--- config.mk ---
export PLATFORM = sky130hd
export DESIGN_NAME = cxd_datapath
export DESIGN_NICKNAME = d
export VERILOG_FILES = /design/src/hw/cxd_pkg.sv /design/src/hw/cxd_alu.sv /design/src/hw/cxd_datapath.sv /design/src/hw/cxd_shifter.sv
export SDC_FILE = /design/constraint.sdc
export NUM_CORES = 1
export LEC_CHECK = 0
export BUFFER_PORTS_ARGS = -buffer_cell sky130_fd_sc_hd__clkbuf_2
export CORE_MARGIN = 10
export CORE_UTILIZATION = 50
export CTS_CLUSTER_DIAMETER = 200
export DETAILED_ROUTE_END_ITERATION = 8
export GPL_TIMING_DRIVEN = 1
export PLACE_DENSITY = 0.71
export SYNTH_ARGS = -nofsm -noshare
export SYNTH_HDL_FRONTEND = slang
export SYNTH_SLANG_ARGS = --single-unit
--- constraint.sdc ---
create_clock -name core_clk -period 6.4 [get_ports core_clk]
set_clock_uncertainty 0.15 [all_clocks]
set_input_delay 0.64 -clock core_clk [delete_from_list [all_inputs] [get_ports core_clk]]
set_output_delay 0.64 -clock core_clk [all_outputs]
set_load 0.01 [all_outputs]
--- src/hw/cxd_pkg.sv ---
/*
 execution datapath package: operation codes, flag layout, carriers and constants.
 assumes a 16-bit core where the bus unit supplies operands and takes results.
*/
package cxd_pkg;
   // ****************************************
   // widths and constants
   // ****************************************
   localparam int WORD_W = 16;
   localparam int BYTE_W = 8;
   localparam logic [15:0] STEP_BYTE = 16'h0001;
   localparam logic [15:0] STEP_WORD = 16'h0002;
   localparam logic [15:0] STACK_STEP = 16'h0002;
   localparam logic [7:0] MAX_SHIFT = 8'hff;
   localparam logic [15:0] RESET_WORD = 16'h0000;
   localparam logic [15:0] RESET_STACK = 16'h0000;
   localparam logic [1:0] SEG_DATA = 2'h3;
   localparam logic [1:0] SEG_EXTRA = 2'h0;

   // ****************************************
   // flag word bit positions
   // ****************************************
   localparam int FLAG_CARRY = 0;
   localparam int FLAG_PARITY = 2;
   localparam int FLAG_AUX = 4;
   localparam int FLAG_ZERO = 6;
   localparam int FLAG_SIGN = 7;
   localparam int FLAG_DIR = 10;
   localparam int FLAG_OVF = 11;
   localparam logic [15:0] FLAG_LOW_MASK = 16'h00d5;
   localparam logic [15:0] FLAG_ALL_MASK = 16'h0fd5;

   // ****************************************
   // operation codes
   // ****************************************
   typedef enum logic [5:0] {
      OP_NOP = 6'h00, OP_MOV = 6'h01, OP_IN = 6'h02, OP_OUT = 6'h03,
      OP_ADD = 6'h04, OP_ADC = 6'h05, OP_SUB = 6'h06, OP_SBB = 6'h07,
      OP_CMP = 6'h08, OP_INC = 6'h09, OP_DEC = 6'h0a, OP_NEG = 6'h0b,
      OP_AAA = 6'h0c, OP_DAA = 6'h0d, OP_AAS = 6'h0e, OP_DAS = 6'h0f,
      OP_AAM = 6'h10, OP_AAD = 6'h11, OP_NOT = 6'h12, OP_AND = 6'h13,
      OP_OR = 6'h14, OP_XOR = 6'h15, OP_TEST = 6'h16, OP_SHL = 6'h17,
      OP_SHR = 6'h18, OP_SAR = 6'h19, OP_ROL = 6'h1a, OP_ROR = 6'h1b,
      OP_RCL = 6'h1c, OP_RCR = 6'h1d, OP_PUSH = 6'h1e, OP_POP = 6'h1f,
      OP_FLAGS_TO_ACC_HIGH = 6'h20, OP_ACC_HIGH_TO_FLAGS = 6'h21, OP_PUSHF = 6'h22, OP_POPF = 6'h23,
      OP_STR = 6'h24
   } cxd_op_type;

   typedef enum logic [1:0] {
      ST_IDLE = 2'b00,
      ST_ELEM = 2'b01,
      ST_STEP = 2'b11
   } cxd_state_type;

   // ****************************************
   // carriers
   // ****************************************
   typedef struct packed {
      cxd_op_type op;
      logic isWord;
      logic countFromReg;
      logic [7:0] immCount;
      logic [15:0] opA;
      logic [15:0] opB;
   } cxd_req_type;

   typedef struct packed {
      logic [15:0] result;
      logic writeBack;
      logic [15:0] flags;
   } cxd_res_type;
endpackage

--- src/hw/cxd_alu.sv ---
/*
 combinational arithmetic and logic unit for the execution datapath.
 assumes operands are valid for the requested operation; shifts done iteratively elsewhere.
*/
`timescale 1ns/1ps
module cxd_alu
(
   input wire cxd_pkg::cxd_op_type op,
   input wire logic isWord,
   input wire logic [15:0] opA,
   input wire logic [15:0] opB,
   input wire logic [15:0] flagsIn,
   output logic [15:0] result,
   output logic writeBack,
   output logic [15:0] flagsOut
);
   logic [16:0] sum;
   logic carryOut;
   logic auxOut;
   logic ovfOut;
   logic [15:0] res;
   logic arith;
   logic [7:0] lowNib;

   function automatic logic msbOf(input logic [15:0] v, input logic w);
      msbOf = w ? v[15] : v[7];
   endfunction

   always_comb
   begin
      sum = 17'h00000;
      res = opA;
      carryOut = flagsIn[cxd_pkg::FLAG_CARRY];
      auxOut = flagsIn[cxd_pkg::FLAG_AUX];
      ovfOut = flagsIn[cxd_pkg::FLAG_OVF];
      arith = 1'b1;
      writeBack = 1'b1;
      lowNib = 8'h00;
      case (op)
         cxd_pkg::OP_ADD, cxd_pkg::OP_ADC, cxd_pkg::OP_INC:
         begin
            sum = {1'b0, opA} + {1'b0, (op == cxd_pkg::OP_INC) ? 16'h0001 : opB}
               + {16'h0000, (op == cxd_pkg::OP_ADC) & flagsIn[cxd_pkg::FLAG_CARRY]};
            res = sum[15:0];
            if (op != cxd_pkg::OP_INC)
               carryOut = isWord ? sum[16] : (opA[8] ^ opB[8] ^ sum[8]);
            auxOut = opA[4] ^ opB[4] ^ sum[4];
            ovfOut = (msbOf(opA, isWord) == msbOf(opB, isWord)) && (msbOf(res, isWord) != msbOf(opA, isWord));
         end
         cxd_pkg::OP_SUB, cxd_pkg::OP_SBB, cxd_pkg::OP_CMP, cxd_pkg::OP_DEC, cxd_pkg::OP_NEG:
         begin
            if (op == cxd_pkg::OP_NEG)
               sum = 17'h00000 - {1'b0, opA};
            else
               sum = {1'b0, opA} - {1'b0, (op == cxd_pkg::OP_DEC) ? 16'h0001 : opB}
                  - {16'h0000, (op == cxd_pkg::OP_SBB) & flagsIn[cxd_pkg::FLAG_CARRY]};
            res = sum[15:0];
            if (op != cxd_pkg::OP_DEC)
               carryOut = isWord ? sum[16] : (opA[8] ^ opB[8] ^ sum[8]);
            auxOut = opA[4] ^ opB[4] ^ sum[4];
            ovfOut = (msbOf(opA, isWord) != msbOf(opB, isWord)) && (msbOf(res, isWord) != msbOf(opA, isWord));
            writeBack = (op != cxd_pkg::OP_CMP);
         end
         cxd_pkg::OP_AAA, cxd_pkg::OP_AAS:
         begin
            // unpacked: one digit per byte, adjust carries into high byte when isWord; byte mode keeps the opA high byte
            if ((opA[3:0] > 4'h9) || flagsIn[cxd_pkg::FLAG_AUX])
            begin
               lowNib = (op == cxd_pkg::OP_AAA) ? opA[7:0] + 8'h06 : opA[7:0] - 8'h06;
               res = {(op == cxd_pkg::OP_AAA) ? opA[15:8] + 8'h01 : opA[15:8] - 8'h01, 4'h0, lowNib[3:0]};
               carryOut = 1'b1;
               auxOut = 1'b1;
            end
            else
            begin
               res = {opA[15:8], 4'h0, opA[3:0]};
               carryOut = 1'b0;
               auxOut = 1'b0;
            end
         end
         cxd_pkg::OP_DAA, cxd_pkg::OP_DAS:
         begin
            // packed: two digits per byte
            lowNib = opA[7:0];
            auxOut = (opA[3:0] > 4'h9) || flagsIn[cxd_pkg::FLAG_AUX];
            carryOut = (opA[7:0] > 8'h99) || flagsIn[cxd_pkg::FLAG_CARRY];
            if (auxOut)
               lowNib = (op == cxd_pkg::OP_DAA) ? lowNib + 8'h06 : lowNib - 8'h06;
            if (carryOut)
               lowNib = (op == cxd_pkg::OP_DAA) ? lowNib + 8'h60 : lowNib - 8'h60;
            res = {opA[15:8], lowNib};
         end
         cxd_pkg::OP_AAM:
         begin
            res = {opA[7:0] / 8'h0a, opA[7:0] % 8'h0a};
            arith = 1'b0;
         end
         cxd_pkg::OP_AAD:
         begin
            lowNib = 8'(opA[15:8] * 8'h0a) + opA[7:0];
            res = {8'h00, lowNib};
            arith = 1'b0;
         end
         cxd_pkg::OP_NOT:
         begin
            res = ~opA;
            writeBack = 1'b1;
         end
         cxd_pkg::OP_AND, cxd_pkg::OP_OR, cxd_pkg::OP_XOR, cxd_pkg::OP_TEST:
         begin
            res = (op == cxd_pkg::OP_OR) ? (opA | opB) : (op == cxd_pkg::OP_XOR) ? (opA ^ opB) : (opA & opB);
            carryOut = 1'b0;
            ovfOut = 1'b0;
            writeBack = (op != cxd_pkg::OP_TEST);
         end
         default:
         begin
            arith = 1'b0;
         end
      endcase
      if (!isWord)
         res = {opA[15:8], res[7:0]};
      result = res;
      flagsOut = flagsIn;
      if (op != cxd_pkg::OP_NOT && (arith || op == cxd_pkg::OP_AAM || op == cxd_pkg::OP_AAD))
      begin
         flagsOut[cxd_pkg::FLAG_CARRY] = carryOut;
         flagsOut[cxd_pkg::FLAG_AUX] = auxOut;
         flagsOut[cxd_pkg::FLAG_OVF] = ovfOut;
         flagsOut[cxd_pkg::FLAG_ZERO] = isWord ? (res == 16'h0000) : (res[7:0] == 8'h00);
         flagsOut[cxd_pkg::FLAG_SIGN] = msbOf(res, isWord);
         flagsOut[cxd_pkg::FLAG_PARITY] = ~^res[7:0];
      end
   end
endmodule

--- src/hw/cxd_datapath.sv ---
/*
 execution datapath: data moves, port and flag transfer, stack steps, arithmetic,
 logic, multi-position shifts and repeated string element control.
 assumes the bus unit performs the memory and port cycles named by the outputs,
 and holds a request stable from start until done.
*/
// Function
// - moves bytes and words; port byte uses low accumulator, word uses full word
// - binary arithmetic on 8 or 16 bit signed and unsigned operands
// - packed decimal adjust for add, subtract; unpacked for add, subtract, multiply, divide
// - arithmetic results recorded in six status flags
// - complement, and, or, exclusive or on bytes or words
// - flag-only compare updates flags from and, operands unchanged
// - shift counts up to 255; logical left, right and arithmetic right
// - count from immediate field or from count byte register
// - plain rotates reinsert each bit at the opposite end
// - carry rotates treat carry as an extra operand bit
// - strings handled one byte or word element at a time, up to 64K
// - repeat prefix makes hardware repeat the string operation
// - repeated operation interruptible, resumable, stops on termination condition
// - source element in data segment unless overridden
// - destination element always in extra segment
// - source offset from source index, updated before next element
// - destination offset from destination index, updated before next element
// - direction flag 0 increments indexes, 1 decrements
// - step one for bytes, two for words
// - push and pop always move a full word
// - low flags to high accumulator, load back, push and pop flags word
// - push decrements pointer by 2 then writes; pop reads then adds 2
// - repeat decrements counter per repetition; zero count skips the operation
`timescale 1ns/1ps
module cxd_datapath
(
   input wire logic core_clk,
   input wire logic rst,
   input wire logic start,
   input wire cxd_pkg::cxd_req_type req,
   input wire logic repeatPrefix,
   input wire logic segOverride,
   input wire logic [1:0] segOverrideSel,
   input wire logic stopCond,
   input wire logic interruptReq,
   input wire logic elemDone,
   input wire logic [15:0] busReadData,
   output logic done,
   output logic busy,
   output logic suspended,
   output cxd_pkg::cxd_res_type res,
   output logic [15:0] accumulator_word,
   output logic [15:0] stackPointer,
   output logic [15:0] srcIndex,
   output logic [15:0] destination_index_reg,
   output logic [15:0] repeat_counter,
   output logic [15:0] flags,
   output logic [1:0] srcSeg,
   output logic [1:0] dstSeg,
   output logic portWord,
   output logic [15:0] stackAddr
);
   // ****************************************
   // state
   // ****************************************
   cxd_pkg::cxd_state_type state_q, state_d;
   logic [15:0] acc_q, acc_d;
   logic [15:0] sp_q, sp_d;
   logic [15:0] si_q, si_d;
   logic [15:0] di_q, di_d;
   logic [15:0] cx_q, cx_d;
   logic [15:0] flags_q, flags_d;
   logic [15:0] shVal_q, shVal_d;
   logic [7:0] shCnt_q, shCnt_d;
   logic shifting_q, shifting_d;
   logic susp_q, susp_d;
   cxd_pkg::cxd_res_type res_q, res_d;
   logic done_q, done_d;
   logic [15:0] stAddr_q, stAddr_d;

   logic [15:0] aluRes;
   logic aluWb;
   logic [15:0] aluFlags;
   logic [15:0] shOut;
   logic shCarry;
   logic [15:0] step;
   logic isShift;
   logic [7:0] countSel;

   // ****************************************
   // units
   // ****************************************
   cxd_alu u_alu
   (
      .op(req.op),
      .isWord(req.isWord),
      .opA(req.opA),
      .opB(req.opB),
      .flagsIn(flags_q),
      .result(aluRes),
      .writeBack(aluWb),
      .flagsOut(aluFlags)
   );

   cxd_shifter u_shifter
   (
      .op(req.op),
      .isWord(req.isWord),
      .valIn(shVal_q),
      .carryIn(flags_q[cxd_pkg::FLAG_CARRY]),
      .valOut(shOut),
      .carryOut(shCarry)
   );

   function automatic logic [15:0] idxNext(input logic [15:0] idx, input logic [15:0] st, input logic dir);
      // 16-bit add keeps the update inside the segment
      idxNext = dir ? (idx - st) : (idx + st);
   endfunction

   // ****************************************
   // next-state logic
   // ****************************************
   always_comb
   begin
      state_d = state_q;
      acc_d = acc_q;
      sp_d = sp_q;
      si_d = si_q;
      di_d = di_q;
      cx_d = cx_q;
      flags_d = flags_q;
      shVal_d = shVal_q;
      shCnt_d = shCnt_q;
      shifting_d = shifting_q;
      susp_d = susp_q;
      res_d = res_q;
      done_d = 1'b0;
      stAddr_d = stAddr_q;
      step = req.isWord ? cxd_pkg::STEP_WORD : cxd_pkg::STEP_BYTE;
      isShift = (req.op >= cxd_pkg::OP_SHL) && (req.op <= cxd_pkg::OP_RCR);
      countSel = req.countFromReg ? cx_q[7:0] : req.immCount;
      case (state_q)
         cxd_pkg::ST_IDLE:
         begin
            if (start)
            begin
               res_d.writeBack = 1'b1;
               res_d.flags = flags_q;
               res_d.result = req.opA;
               case (req.op)
                  cxd_pkg::OP_MOV:
                     res_d.result = req.opB;
                  cxd_pkg::OP_IN:
                     acc_d = req.isWord ? busReadData : {acc_q[15:8], busReadData[7:0]};
                  cxd_pkg::OP_OUT:
                     res_d.result = req.isWord ? acc_q : {8'h00, acc_q[7:0]};
                  cxd_pkg::OP_PUSH, cxd_pkg::OP_PUSHF:
                  begin
                     sp_d = sp_q - cxd_pkg::STACK_STEP;
                     stAddr_d = sp_q - cxd_pkg::STACK_STEP;
                     res_d.result = (req.op == cxd_pkg::OP_PUSHF) ? flags_q : req.opA;
                  end
                  cxd_pkg::OP_POP, cxd_pkg::OP_POPF:
                  begin
                     stAddr_d = sp_q;
                     sp_d = sp_q + cxd_pkg::STACK_STEP;
                     res_d.result = busReadData;
                     if (req.op == cxd_pkg::OP_POPF)
                        flags_d = busReadData & cxd_pkg::FLAG_ALL_MASK;
                  end
                  cxd_pkg::OP_FLAGS_TO_ACC_HIGH:
                     acc_d = {flags_q[7:0] & cxd_pkg::FLAG_LOW_MASK[7:0], acc_q[7:0]};
                  cxd_pkg::OP_ACC_HIGH_TO_FLAGS:
                     flags_d = {flags_q[15:8], acc_q[15:8] & cxd_pkg::FLAG_LOW_MASK[7:0]};
                  cxd_pkg::OP_STR:
                  begin
                     if (repeatPrefix && cx_q == 16'h0000)
                        state_d = cxd_pkg::ST_IDLE;
                     else
                        state_d = cxd_pkg::ST_ELEM;
                     susp_d = 1'b0;
                  end
                  default:
                  begin
                     if (isShift)
                     begin
                        shVal_d = req.opA;
                        shCnt_d = countSel;
                        shifting_d = (countSel != 8'h00);
                     end
                     else
                     begin
                        res_d.result = aluRes;
                        res_d.writeBack = aluWb;
                        res_d.flags = aluFlags;
                        flags_d = aluFlags;
                     end
                  end
               endcase
               if (isShift && countSel != 8'h00)
                  state_d = cxd_pkg::ST_STEP;
               else if (req.op != cxd_pkg::OP_STR || (repeatPrefix && cx_q == 16'h0000))
                  done_d = 1'b1;
            end
         end
         cxd_pkg::ST_STEP:
         begin
            // one position per cycle keeps the barrel small at the cost of latency
            shVal_d = shOut;
            flags_d[cxd_pkg::FLAG_CARRY] = shCarry;
            shCnt_d = shCnt_q - 8'h01;
            if (shCnt_q == 8'h01)
            begin
               shifting_d = 1'b0;
               res_d.result = req.isWord ? shOut : {req.opA[15:8], shOut[7:0]};
               res_d.flags = flags_d;
               res_d.writeBack = 1'b1;
               done_d = 1'b1;
               state_d = cxd_pkg::ST_IDLE;
            end
         end
         cxd_pkg::ST_ELEM:
         begin
            if (elemDone)
            begin
               si_d = idxNext(si_q, step, flags_q[cxd_pkg::FLAG_DIR]);
               di_d = idxNext(di_q, step, flags_q[cxd_pkg::FLAG_DIR]);
               if (repeatPrefix)
                  cx_d = cx_q - 16'h0001;
               if (!repeatPrefix || cx_d == 16'h0000 || stopCond)
               begin
                  done_d = 1'b1;
                  state_d = cxd_pkg::ST_IDLE;
               end
               else if (interruptReq)
               begin
                  // registers already advanced, so a restart resumes at the next element
                  susp_d = 1'b1;
                  done_d = 1'b1;
                  state_d = cxd_pkg::ST_IDLE;
               end
               else
                  state_d = cxd_pkg::ST_ELEM;
            end
         end
         default:
            state_d = cxd_pkg::ST_IDLE;
      endcase
   end

   // ****************************************
   // registers
   // ****************************************
   always_ff @(posedge core_clk or posedge rst)
   begin
      if (rst)
      begin
         state_q <= cxd_pkg::ST_IDLE;
         acc_q <= cxd_pkg::RESET_WORD;
         sp_q <= cxd_pkg::RESET_STACK;
         si_q <= cxd_pkg::RESET_WORD;
         di_q <= cxd_pkg::RESET_WORD;
         cx_q <= cxd_pkg::RESET_WORD;
         flags_q <= cxd_pkg::RESET_WORD;
         shVal_q <= cxd_pkg::RESET_WORD;
         shCnt_q <= 8'h00;
         shifting_q <= 1'b0;
         susp_q <= 1'b0;
         res_q <= '0;
         done_q <= 1'b0;
         stAddr_q <= cxd_pkg::RESET_WORD;
      end
      else
      begin
         state_q <= state_d;
         acc_q <= acc_d;
         sp_q <= sp_d;
         si_q <= si_d;
         di_q <= di_d;
         cx_q <= cx_d;
         flags_q <= flags_d;
         shVal_q <= shVal_d;
         shCnt_q <= shCnt_d;
         shifting_q <= shifting_d;
         susp_q <= susp_d;
         res_q <= res_d;
         done_q <= done_d;
         stAddr_q <= stAddr_d;
      end
   end

   // ****************************************
   // outputs
   // ****************************************
   assign done = done_q;
   assign busy = (state_q != cxd_pkg::ST_IDLE);
   assign suspended = susp_q;
   assign res = res_q;
   assign accumulator_word = acc_q;
   assign stackPointer = sp_q;
   assign srcIndex = si_q;
   assign destination_index_reg = di_q;
   assign repeat_counter = cx_q;
   assign flags = flags_q;
   assign srcSeg = segOverride ? segOverrideSel : cxd_pkg::SEG_DATA;
   assign dstSeg = cxd_pkg::SEG_EXTRA;
   assign portWord = req.isWord;
   assign stackAddr = stAddr_q;

   // ****************************************
   // checks
   // ****************************************
   property p_push_step;
      @(posedge core_clk) disable iff (rst)
      (state_q == cxd_pkg::ST_IDLE && start && req.op == cxd_pkg::OP_PUSH) |=> (sp_q == $past(sp_q) - 16'h0002);
   endproperty
   a_push_step: assert property (p_push_step) else $error("push did not lower pointer by two");

   property p_idx_step;
      @(posedge core_clk) disable iff (rst)
      (state_q == cxd_pkg::ST_ELEM && elemDone && !flags_q[cxd_pkg::FLAG_DIR])
         |=> (si_q == $past(si_q) + ($past(req.isWord) ? 16'h0002 : 16'h0001));
   endproperty
   a_idx_step: assert property (p_idx_step) else $error("source index step wrong");

   property p_zero_skip;
      @(posedge core_clk) disable iff (rst)
      (state_q == cxd_pkg::ST_IDLE && start && req.op == cxd_pkg::OP_STR && repeatPrefix && cx_q == 16'h0000)
         |=> (done && state_q == cxd_pkg::ST_IDLE && cx_q == 16'h0000);
   endproperty
   a_zero_skip: assert property (p_zero_skip) else $error("zero count did not skip");

   property p_dst_seg;
      @(posedge core_clk) disable iff (rst)
      busy |-> dstSeg == cxd_pkg::SEG_EXTRA;
   endproperty
   a_dst_seg: assert property (p_dst_seg) else $error("destination segment changed");

   property p_pop_step;
      @(posedge core_clk) disable iff (rst)
      (state_q == cxd_pkg::ST_IDLE && start && req.op == cxd_pkg::OP_POP)
         |=> (sp_q == $past(sp_q) + 16'h0002 && stAddr_q == $past(sp_q));
   endproperty
   a_pop_step: assert property (p_pop_step) else $error("pop did not read top then raise pointer by two");

   property p_idx_dec;
      @(posedge core_clk) disable iff (rst)
      (state_q == cxd_pkg::ST_ELEM && elemDone && flags_q[cxd_pkg::FLAG_DIR])
         |=> (di_q == $past(di_q) - ($past(req.isWord) ? 16'h0002 : 16'h0001));
   endproperty
   a_idx_dec: assert property (p_idx_dec) else $error("destination index did not count down");
endmodule

--- src/hw/cxd_shifter.sv ---
/*
 one-position shift and rotate step, iterated by the datapath control.
 assumes a stepping control that applies it once per remaining count.
*/
`timescale 1ns/1ps
module cxd_shifter
(
   input wire cxd_pkg::cxd_op_type op,
   input wire logic isWord,
   input wire logic [15:0] valIn,
   input wire logic carryIn,
   output logic [15:0] valOut,
   output logic carryOut
);
   logic msb;
   logic [15:0] v;

   always_comb
   begin
      msb = isWord ? valIn[15] : valIn[7];
      v = valIn;
      carryOut = carryIn;
      case (op)
         cxd_pkg::OP_SHL, cxd_pkg::OP_ROL, cxd_pkg::OP_RCL:
         begin
            carryOut = msb;
            v = {valIn[14:0], 1'b0};
            if (op == cxd_pkg::OP_ROL)
               v[0] = msb;
            if (op == cxd_pkg::OP_RCL)
               v[0] = carryIn;
         end
         cxd_pkg::OP_SHR, cxd_pkg::OP_SAR, cxd_pkg::OP_ROR, cxd_pkg::OP_RCR:
         begin
            carryOut = valIn[0];
            v = {1'b0, valIn[15:1]};
            if (!isWord)
               v[7] = 1'b0;
            if (op == cxd_pkg::OP_SAR)
               v[isWord ? 15 : 7] = msb;
            if (op == cxd_pkg::OP_ROR)
               v[isWord ? 15 : 7] = valIn[0];
            if (op == cxd_pkg::OP_RCR)
               v[isWord ? 15 : 7] = carryIn;
         end
         default:
         begin
            v = valIn;
         end
      endcase
      valOut = isWord ? v : {8'h00, v[7:0]};
   end
endmodule

---- After elaboration in Yosys (flattened, before gate mapping) ----
Index checks and enable logic that the tools add are counted.
cells by class
  $add $sub $neg .......................... 20
  multipliers ............................. 1
  div/mod/pow operators ................... 2
  magnitude comparators ................... 6
  equal/unequal tests ..................... 65
  shifts and indexed selects .............. 0
  mux-type cells .......................... 113
  bitwise operators ....................... 15
  reductions and logical operators ........ 54
operators with widths
  kind                 number
  $mux 16              25
  $pmux 16 s2          5
  $pmux 16 s8          1
  $mux 33              3
  $eq 6x5->1 const B   16
  $mux 8               10
  $pmux 16 s5          1
  $pmux 33 s2          1
  $mux 17              3
  $bwmux 16            3
  $eq 6x4->1 const B   8
  $logic_not 16->1     3
  $pmux 16 s3          1
  $mux 1               38
  $add 16x2->16        2
  $ge 32x1->1 const B  1
  $lt 32x6->1 const B  1
  $sub 16x2->16        2
  $eq 6x6->1 const B   5
  $eq 6x3->1 const B   4
  $ne 2x2->1 const B   10
  $ne 6x4->1 const B   3
  $reduce_and 6->1     3
  $add 16x16->17       1
  71 further kinds     126
storage, ports and cells
  register bits ........................... 173
  bits in latches ......................... 0
  bits in writable memories ............... 0
  memory bits (read-only) ................. 0
  input port bits ......................... 74
  output and inout bits ................... 153
  word-level logic and storage cells ...... 296
  memories kept ........................... 0

---- Logic depth before layout (Yosys ltp) ----
Gate-level depths: netlist (run 1).
  depth after elaboration ................. 18
  gate-level depth with buffers ........... 27
  depth with buffers taken out ............ 25

---- Modules after synthesis ----
From an unflattened synthesis (run 1), not the netlist that was laid out.
unflattened totals
  cell total of the unflattened synthesis .. 2271
  area, all modules ....................... 17837.1 µm²
modules (own cells, without submodules)
  module        times used  cells an instance  area each (µm²)  seq. area each (µm²)
  cxd_datapath  1           1174               10533.9          4279.1
  cxd_alu       1           1024               6710.2           0.0
  cxd_shifter   1           73                 593.1            0.0

---- Worst setup path before layout (run 1) ----
No wires, ideal clock.
  path kind ............................... input-to-reg
  start point ............................. input port req[17] (netlist name)
  end point ............................... register flags_q[6] (netlist: flags[6])
  setup time .............................. 103 ps
  data arrival time ....................... 6437 ps
  required time ........................... 6147 ps
  path slack .............................. -290 ps
  stages .................................. 24
  path buffers ............................ 3
  path through ............................ clkbuf_1 > inv_1 > ha_1 > or3b_1 > buf_2 > a311o_1 > o221a_2 > buf_6 > o21ai_1 > o31ai_1 > or2_1 > xnor2_1 > mux2_2 > or4_4 > o2111ai_2 > nand3_1 > o211ai_2 > ha_1 > nand4_1 > or2_2 > or4_1 > nor4_1 > a31oi_1 > o41ai_2
between the ends
  word-level cells in the longest chain between the ends .. 14
  elaborated cells between the ends (all ways) .. 39
  those cells by class .................... 10 x add/sub; 2 x div; 2 x order compare; 17 x mux; 4 x bitwise; 4 x reduce/logical
ends and longest elaborated chain
  item                                                        line                 source
  from (decl)                                                 cxd_datapath.sv:37   input wire cxd_pkg::cxd_req_type req,
  branches (longest 7 deep; another with $mod 8x4->8)         -
  $pmux 16 s8 (*)                                             cxd_alu.sv:39        case (op)
  $mux 16 (*)                                                 cxd_alu.sv:121       if (!isWord)
  $logic_not 16->1 / $logic_not 8->1 (equally long branches)  cxd_alu.sv:130       flagsOut[cxd_pkg::FLAG_ZERO] = isWord ? (res == 16'h0000) : (res[7:0] == 8'h00);
  $mux 1 (*)                                                  cxd_alu.sv:130
  $mux 2 (*)                                                  cxd_alu.sv:125       if (op != cxd_pkg::OP_NOT && (arith || op == cxd_pkg::OP_AAM || op == cxd_pkg::OP_AAD))
  $mux 12 (*)                                                 cxd_datapath.sv:182  if (isShift)
  $pmux 16 s3 (*)                                             cxd_datapath.sv:147  case (req.op)
  to (signal assigned)                                        cxd_datapath.sv:261  flags_q <= cxd_pkg::RESET_WORD;
  to (signal assigned)                                        cxd_datapath.sv:278  flags_q <= flags_d;
  to (decl)                                                   cxd_datapath.sv:69   logic [15:0] flags_q, flags_d;
Every way passes the cells marked *. The select of a mux whose other input is x is not followed.
A chain may end at the register's enable or synchronous reset.

---- Final worst setup path (run 1) ----
  start point ............................. input port req[18] (netlist name)
  end point ............................... register flags_q[6] (netlist: flags[6])
The elaborated chain is that of the path after synthesis.

==> flow_summary.html, run 1 <==
<table>
<tr><th>Metric</th><th>Value</th></tr>
<tr><th colspan="2">Detailed routing</th></tr>
<tr><td>WL per Instance</td><td>22.74 um</td></tr>
<tr><td>DRT antenna net count</td><td>0</td></tr>
<tr><td>Detailed-route DRC error count</td><td>0</td></tr>
<tr><td>Number of detailed-route iterations in the first pass</td><td>6</td></tr>
<tr><td>DR iter-0 viols</td><td>between 2000 and 2500</td></tr>
<tr><td>Routed via count divided by cell count</td><td>6.289</td></tr>
<tr><td>Count of vias placed by the detailed router</td><td>17590</td></tr>
<tr><td>Total wire length</td><td>63.60 mm</td></tr>
<tr><th colspan="2">Worst setup path</th></tr>
<tr><td>CP Max Fanout</td><td>7</td></tr>
<tr><td>Cell-by-cell trace of the critical path</td><td>clkbuf_2 &gt; inv_2 &gt; ha_1 &gt; or3b_1 &gt; a311o_1 &gt; o221a_2 &gt; o21a_1 &gt; a211oi_1 &gt; or2_1 &gt; xnor2_2 &gt; mux2_2 &gt; or4_4 &gt; o2111ai_2 &gt; nand3_1 &gt; o211ai_2 &gt; ha_1 &gt; nand4_1 &gt; or2_2 &gt; or4_1 &gt; nor4_1 &gt; a31oi_1 &gt; o41ai_2</td></tr>
<tr><td>Most numerous cell on the critical path</td><td>ha_1</td></tr>
<tr><td>Cell class contributing the biggest share of worst-path delay</td><td>simple AND/OR/NAND/NOR gates</td></tr>
<tr><td>Critical path required time</td><td>6.59 ns</td></tr>
<tr><td>Kind of critical path</td><td>in2reg</td></tr>
<tr><td>Critical path's slowest cell</td><td>or4_4</td></tr>
<tr><td>Sort of element at the start of the critical path</td><td>primary input</td></tr>
<tr><td>Slowest cell delay on critical path</td><td>roughly 0.58 ns</td></tr>
<tr><td>Arrival time reported for the critical path endpoint</td><td>~6.3 ns</td></tr>
<tr><td>Buffering stage count on the worst path with inverters included</td><td>2</td></tr>
<tr><td>Kind of end point of the critical path</td><td>register</td></tr>
<tr><th colspan="2">Placement</th></tr>
<tr><td>Placed wire-length estimate</td><td>49.42 mm</td></tr>
<tr><td>Port buffer count</td><td>roughly 210</td></tr>
<tr><td>Instance area after placement</td><td>18410 um2</td></tr>
<tr><td>Post-place setup slack</td><td>-0.1857 ns</td></tr>
<tr><td>Global placer's final weighted congestion</td><td>~1.0</td></tr>
<tr><th colspan="2">Timing</th></tr>
<tr><td>Total count of max-transition violations in the final report</td><td>0</td></tr>
<tr><td>Setup repair after global routing missed its margin</td><td>false</td></tr>
<tr><td>Final critical-path setup slack</td><td>0.3272 ns</td></tr>
<tr><td>Worst-margin pin slew</td><td>1.085 ns</td></tr>
<tr><td>FMAX</td><td>between 150 and 200 MHz</td></tr>
<tr><td>Clock period minus worst slack</td><td>6.073 ns</td></tr>
<tr><td>Worst relative slew slack</td><td>27.12%</td></tr>
<tr><td>Endpoints failing hold</td><td>0</td></tr>
<tr><td>Ratio of final minimum period to clock period</td><td>94.89%</td></tr>
<tr><td>Setup violations, final</td><td>0</td></tr>
<tr><th colspan="2">CTS</th></tr>
<tr><td>Post-CTS clock slew at the launch and capture registers of the worst setup and hold paths</td><td>0.06 ns</td></tr>
<tr><td>TritonCTS buffer count</td><td>17</td></tr>
<tr><td>Post-CTS setup repair buffer count</td><td>0</td></tr>
<tr><td>Clock latency of the later-clocked register in the worst-skew pair</td><td>0.44 ns</td></tr>
<tr><td>Number of H-tree branching levels</td><td>4</td></tr>
<tr><td>Clock root buffer</td><td>clkbuf_16</td></tr>
<tr><td>Gates resized, CTS repair</td><td>0</td></tr>
<tr><td>Maximum count of clock buffers along a single path</td><td>2</td></tr>
<tr><td>Total number of clock tree sinks</td><td>157</td></tr>
<tr><td>CTS tree</td><td>yes</td></tr>
<tr><td>Number of buffers inserted for hold repair after clock tree synthesis</td><td>0</td></tr>
<tr><th colspan="2">Synth</th></tr>
<tr><td>Count of flip-flops with a built-in enable after synthesis</td><td>0</td></tr>
<tr><td>Sequential-to-total area share from yosys stat</td><td>23.92%</td></tr>
<tr><td>Cell type contributing the most total cell area after synthesis</td><td>dfrtp_1</td></tr>
<tr><td>Yosys synthesis warning count</td><td>0</td></tr>
<tr><td>Number of flip-flops and latches in the synthesized netlist</td><td>157</td></tr>
<tr><td>Post-synthesis async set-or-reset flop share</td><td>between 90% and 100%</td></tr>
<tr><td>Synth top area share</td><td>23.92%</td></tr>
<tr><td>Post-Synthesis Mean Instance Area</td><td>7.762 um2</td></tr>
<tr><td>Post-synthesis instance area</td><td>16420 um2</td></tr>
<tr><td>Most used flip-flop cell after synthesis</td><td>dfrtp_1</td></tr>
<tr><td>Number of distinct library cells after synthesis</td><td>97</td></tr>
<tr><td>Cell types occupying the most area after synthesis</td><td>dfrtp_1 24%, ha_1 11%, nand2_1 6.0%, a21oi_1 5.3%, o21ai_0 4.6%</td></tr>
<tr><td>Post-synthesis instance total</td><td>2116</td></tr>
<tr><td>Cell with the most instances after synthesis</td><td>nand2_1</td></tr>
<tr><td>Synth cell count leaders</td><td>261 x nand2_1, 174 x a21oi_1, 161 x nor2_1</td></tr>
<tr><th colspan="2">Global route</th></tr>
<tr><td>Maximum number of pins on one net before global-route repair</td><td>86</td></tr>
<tr><td>Global-route usage over all layers</td><td>30.26%</td></tr>
<tr><td>Global-route wire length before repair</td><td>98.55 mm</td></tr>
<tr><td>Initial antenna violation count</td><td>2</td></tr>
<tr><td>Total overflow reported by the global router</td><td>0</td></tr>
<tr><td>Number of global-route vias before repair</td><td>between 15000 and 20000</td></tr>
<tr><th colspan="2">Floorplan</th></tr>
<tr><td>Area of the core</td><td>32450 um2</td></tr>
<tr><td>Initial standard-cell utilization of the core</td><td>50.61%</td></tr>
<tr><td>Die height</td><td>201.2 um</td></tr>
<tr><td>Area of the die</td><td>slightly above 40000 um2</td></tr>
<tr><td>Number of top-level pins</td><td>227</td></tr>
<tr><td>Overall die width</td><td>201.2 um</td></tr>
<tr><td>Placement Rows</td><td>66</td></tr>
<tr><th colspan="2">Pwr</th></tr>
<tr><td>Peak supply drop</td><td>0.2201 mV</td></tr>
<tr><td>Static Leak</td><td>8.999 nW</td></tr>
<tr><td>PwrDens</td><td>332.1 nW/um2</td></tr>
<tr><th colspan="2">Hold path</th></tr>
<tr><td>Min-delay worst type</td><td>in2async</td></tr>
<tr><th colspan="2">Layout</th></tr>
<tr><td>Area growth from synthesis to final layout</td><td>15.72%</td></tr>
<tr><td>Post-route standard cell area excluding fillers</td><td>19010 um2</td></tr>
<tr><td>Number of flip-flops under the largest register name</td><td>26</td></tr>
<tr><td>Ratio of cells with drive above 1 in the final layout</td><td>approximately 18%</td></tr>
<tr><td>Number of nets in the finished design</td><td>2575</td></tr>
<tr><td>Final-layout fill cell count</td><td>3013</td></tr>
<tr><th colspan="2">Run status</th></tr>
<tr><td>Result of the run</td><td>completed</td></tr>
<tr><th colspan="2">Flow run</th></tr>
<tr><td>Max-cap check violation count</td><td>0</td></tr>
</table>
[cell type report]
cell class | count | area, um2 | share of cell area [%]
inverters | 121 | 461.7 | 2.429
multi-input cells | 1714 | 11520 | 60.60
clock inverters | 10 | 113.9 | 0.5990
diodes | 2 | 5.005 | 0.02633
repair buffers | 330 | 1957 | 10.30
well taps | 442 | 553.0 | 2.910
clock buffers | 21 | 470.5 | 2.475
flip-flops and latches | 157 | 3929 | 20.67
[placed cells by master, fill, tap and decap left out, types with 32 or more instances in the layout]
master    instances
nand2_1         261
clkbuf_2        208
a21oi_1         174
nor2_1          160
dfrtp_1         157
o21ai_0         149
ha_1            149
buf_4           122
inv_1           112
xnor2_1          79
nand3_1          57
xor2_1           52
nor3_1           47
mux2i_1          34
a221oi_1         32
[path summary, 6_finish.rpt]
check,from,end,slack [ns],cells after the start
setup / recovery,req[18],flags[6],0.33,22
setup reg to reg,flags[0],flags[6],0.60,20
hold reg to reg,srcIndex[15],srcIndex[15],0.32,1
min in group core_clk,srcIndex[15],srcIndex[15],0.32,1
hold / removal,rst,destination_index_reg[10],0.17,2
max in group asynchronous,rst,stackAddr[12],4.48,3
[stage by stage]
stage	cells	hold WS, ns	power, mW	util, %	TNS (ns)
finish	2797	0.1665	6.312	58.57	0
global route	2797	0.2528	6.759	58.57	0
CTS	2795	0.2065	6.279	58.52	0
detailed placement	2764	0.3079	5.232	56.72	-0.3265
global placement	2764	0.3100	5.132	56.72	-0.05123
floorplan	2133	0.3043	4.017	-	0
[kinds of logic after synthesis]
logic type                 share of synthesized area (%)
and+or+nand+nor                                    19.05
AOI/OAI and AO/OA                                  26.71
buffers and inverters                              6.574
adders and majority gates                          12.71
DFF                                                23.92
xor gates and xnor gates                           7.092
muxes                                              3.923
other                                            0.02283
[routing by layer]
metal	GRT usage, %	share of wire [%]	routed length [um]
met1	38.70	41	25970
met2	48.97	46	29020
met3	5.301	9.2	5828
met4	13.77	4.4	2781
met5	0	0	0
[report_power, final]
group	internal (mW)	leakage (nW)	switching [mW]
registers	1.41	2.01	0.474
logic	1.36	6.70	2.04
clock network	0.602	0.289	0.423
(Power assumes the default switching activity.)
==> run 2: changes to the inputs <==
--- a/config.mk
+++ b/config.mk
@@ -11,7 +11,7 @@
 export CTS_CLUSTER_DIAMETER = 200
 export DETAILED_ROUTE_END_ITERATION = 8
 export GPL_TIMING_DRIVEN = 1
-export PLACE_DENSITY = 0.71
+export PLACE_DENSITY = 0.69
 export SYNTH_ARGS = -nofsm -noshare
 export SYNTH_HDL_FRONTEND = slang
 export SYNTH_SLANG_ARGS = --single-unit
==> flow_summary.html, run 2 (synthesized netlist as in run 1, its figures left out) <==
<table>
<tr><th>Metric</th><th>Value</th></tr>
<tr><th colspan="2">Run status</th></tr>
<tr><td>Result of the run</td><td>completed</td></tr>
<tr><th colspan="2">Worst setup path</th></tr>
<tr><td>Critical path's slowest cell</td><td>or4_4</td></tr>
<tr><td>Slowest cell delay on critical path</td><td>0.58 ns (about the same)</td></tr>
<tr><td>Buffering stage count on the worst path with inverters included</td><td>2 (unchanged)</td></tr>
<tr><td>Kind of end point of the critical path</td><td>register</td></tr>
<tr><td>Cell class contributing the biggest share of worst-path delay</td><td>simple AND/OR/NAND/NOR gates</td></tr>
<tr><td>Sort of element at the start of the critical path</td><td>primary input</td></tr>
<tr><td>Worst-case reg-to-reg path depth</td><td>20 (unchanged)</td></tr>
<tr><td>Critical path required time</td><td>6.59 ns (about the same)</td></tr>
<tr><td>Arrival time reported for the critical path endpoint</td><td>6.27 ns (about the same)</td></tr>
<tr><td>Number of cells on the critical path</td><td>22 (unchanged)</td></tr>
<tr><td>CP Max Fanout</td><td>7 (unchanged)</td></tr>
<tr><td>Kind of critical path</td><td>in2reg</td></tr>
<tr><td>Most numerous cell on the critical path</td><td>ha_1</td></tr>
<tr><td>Cell-by-cell trace of the critical path</td><td>clkbuf_2 &gt; inv_4 &gt; ha_1 &gt; or3b_1 &gt; a311o_1 &gt; o221a_2 &gt; o21a_1 &gt; a211oi_1 &gt; or2_4 &gt; xnor2_2 &gt; mux2_2 &gt; or4_4 &gt; o2111ai_2 &gt; nand3_1 &gt; o211ai_2 &gt; ha_1 &gt; nand4_1 &gt; or2_2 &gt; or4_1 &gt; nor4_2 &gt; a31oi_1 &gt; o41ai_2</td></tr>
<tr><th colspan="2">Pwr</th></tr>
<tr><td>Peak supply drop</td><td>0.2088 mV (-5.1%)</td></tr>
<tr><td>Static Leak</td><td>8.924 nW (-0.84%)</td></tr>
<tr><td>PwrDens</td><td>334.2 nW/um2 (+0.65%)</td></tr>
<tr><th colspan="2">Detailed routing</th></tr>
<tr><td>WL per Instance</td><td>22.61 um (-0.57%)</td></tr>
<tr><td>DR iter-0 viols</td><td>1937 (-8.1%)</td></tr>
<tr><td>Number of detailed-route iterations in the first pass</td><td>7 (+1)</td></tr>
<tr><td>Routed via count divided by cell count</td><td>6.311 (+0.35%)</td></tr>
<tr><td>DRT antenna net count</td><td>0 (unchanged)</td></tr>
<tr><td>Total wire length</td><td>62.84 mm (-1.2%)</td></tr>
<tr><td>Count of vias placed by the detailed router</td><td>17540 (-0.30%)</td></tr>
<tr><td>Detailed-route DRC error count</td><td>0 (unchanged)</td></tr>
<tr><th colspan="2">Global route</th></tr>
<tr><td>Number of global-route vias before repair</td><td>16740 (-1.0%)</td></tr>
<tr><td>Global-route usage over all layers</td><td>29.79% (-0.47 points)</td></tr>
<tr><td>Maximum number of pins on one net before global-route repair</td><td>85 (-1.2%)</td></tr>
<tr><td>Global-route wire length before repair</td><td>97.27 mm (-1.3%)</td></tr>
<tr><td>Initial antenna violation count</td><td>1 (-1)</td></tr>
<tr><td>Total overflow reported by the global router</td><td>0 (unchanged)</td></tr>
<tr><th colspan="2">Layout</th></tr>
<tr><td>Non-filler cells, final</td><td>2779 (-0.64%)</td></tr>
<tr><td>Number of flip-flops under the largest register name</td><td>26 (unchanged)</td></tr>
<tr><td>Ratio of cells with drive above 1 in the final layout</td><td>17.67% (-0.43 points)</td></tr>
<tr><td>Most frequent standard cell in the layout excluding fill and tap cells</td><td>nand2_1</td></tr>
<tr><td>Diodes inserted</td><td>0 (-2)</td></tr>
<tr><td>Post-Route Utilization</td><td>58.31% (-0.25 points)</td></tr>
<tr><td>Number of nets in the finished design</td><td>2558 (-0.66%)</td></tr>
<tr><td>Commonest cells after routing, fill and taps aside</td><td>260 x nand2_1, 208 x clkbuf_2, 174 x a21oi_1</td></tr>
<tr><td>Area growth from synthesis to final layout</td><td>15.22%</td></tr>
<tr><th colspan="2">CTS</th></tr>
<tr><td>Total number of clock tree sinks</td><td>157 (unchanged)</td></tr>
<tr><td>TritonCTS buffer count</td><td>17 (unchanged)</td></tr>
<tr><td>Clock root buffer</td><td>clkbuf_16</td></tr>
<tr><td>Post-CTS clock slew at the launch and capture registers of the worst setup and hold paths</td><td>0.07 ns (about the same)</td></tr>
<tr><td>CTS tree</td><td>yes</td></tr>
<tr><td>Maximum count of clock buffers along a single path</td><td>2 (unchanged)</td></tr>
<tr><td>Clock latency of the later-clocked register in the worst-skew pair</td><td>0.44 ns (about the same)</td></tr>
<tr><td>Number of H-tree branching levels</td><td>4 (unchanged)</td></tr>
<tr><th colspan="2">Timing</th></tr>
<tr><td>Worst-margin pin slew</td><td>1.294 ns (+0.2093 ns)</td></tr>
<tr><td>Endpoints failing hold</td><td>0 (unchanged)</td></tr>
<tr><td>Clock period minus worst slack</td><td>6.075 ns (+0.001839 ns)</td></tr>
<tr><td>Total count of max-transition violations in the final report</td><td>0 (unchanged)</td></tr>
<tr><td>FMAX</td><td>164.6 MHz (about the same)</td></tr>
<tr><td>Setup violations, final</td><td>0 (unchanged)</td></tr>
<tr><td>Worst relative slew slack</td><td>13.41% (-14 points)</td></tr>
<tr><td>Ratio of final minimum period to clock period</td><td>94.92% (about the same)</td></tr>
<tr><th colspan="2">Placement</th></tr>
<tr><td>Placed cells</td><td>2747 (-0.62%)</td></tr>
<tr><td>Placed wire-length estimate</td><td>48.53 mm (-1.8%)</td></tr>
<tr><td>Global placer's final weighted congestion</td><td>1.039 (+0.72%)</td></tr>
<tr><td>Port buffer count</td><td>208 (unchanged)</td></tr>
<tr><th colspan="2">Floorplan</th></tr>
<tr><td>Number of top-level pins</td><td>227 (unchanged)</td></tr>
<tr><td>Area of the die</td><td>40500 um2 (unchanged)</td></tr>
<tr><td>Area of the core</td><td>32450 um2 (unchanged)</td></tr>
<tr><td>Placement Rows</td><td>66 (unchanged)</td></tr>
<tr><td>Initial standard-cell utilization of the core</td><td>50.61% (unchanged)</td></tr>
<tr><td>Die height</td><td>201.2 um (unchanged)</td></tr>
<tr><td>Overall die width</td><td>201.2 um (unchanged)</td></tr>
<tr><th colspan="2">Flow run</th></tr>
<tr><td>Max-cap check violation count</td><td>0 (unchanged)</td></tr>
<tr><th colspan="2">Hold path</th></tr>
<tr><td>Min-delay worst type</td><td>in2async</td></tr>
</table>
## run 2: cell type report
type	count	area, um2
clock inverter	9	135.1
inverter	121	461.7
timing repair buffer	313	1829
multi-input combinational	1714	11550
tap	442	553.0
fill	3052	13530
clock buffer	23	467.9
sequential	157	3929
## run 2: worst paths after layout
check / from / to / slack (ns)
max: req[17] / flags[6] / 0.33
min: rst / destination_index_reg[12] / 0.17
max reg2reg: flags[0] / flags[6] / 0.83
min reg2reg: srcIndex[15] / srcIndex[15] / 0.32
max in group asynchronous: rst / shCnt_q[6] / 4.44
min in group core_clk: busReadData[3] / accumulator_word[3] / 0.31
## run 2: routing by layer
layer	vias up	track usage, %	routed length (um)
met5	-	0	13
met4	2	13.69	2651
met3	164	6.490	6301
met2	965	46.86	28200
met1	8350	38.35	25670
li1	8058	-	-
## run 2: power by group
| part | total, mW | switching [mW] | internal, mW |
|---|---|---|---|
| Sequential | 1.89 | 0.482 | 1.41 |
| Combinational | 3.37 | 2.02 | 1.35 |
| Clock | 1.07 | 0.430 | 0.636 |
## run 2: per-stage QoR
stage | hold WS [ns] | power, mW | TNS, ns | setup slack (ns) | cell area (um2)
detailed placement | 0.3072 | 5.200 | -0.3613 | -0.1478 | 18280
floorplan | 0.3043 | 4.017 | 0 | 0.009651 | 16500
finish | 0.1699 | 6.325 | 0 | 0.3254 | 18920
global placement | 0.3052 | 5.110 | -0.1722 | -0.1360 | 18280
CTS | 0.2233 | 6.280 | 0 | 0.3090 | 18890
global route | 0.2435 | 6.767 | -0.03397 | -0.03397 | 18920
## run 2: repair_timing
action                                  4_1_cts  5_1_grt
hold buffers                                  0        0
setup buffers                                 0        0
resized for setup                             0       10
endpoints found under the setup margin        0        3
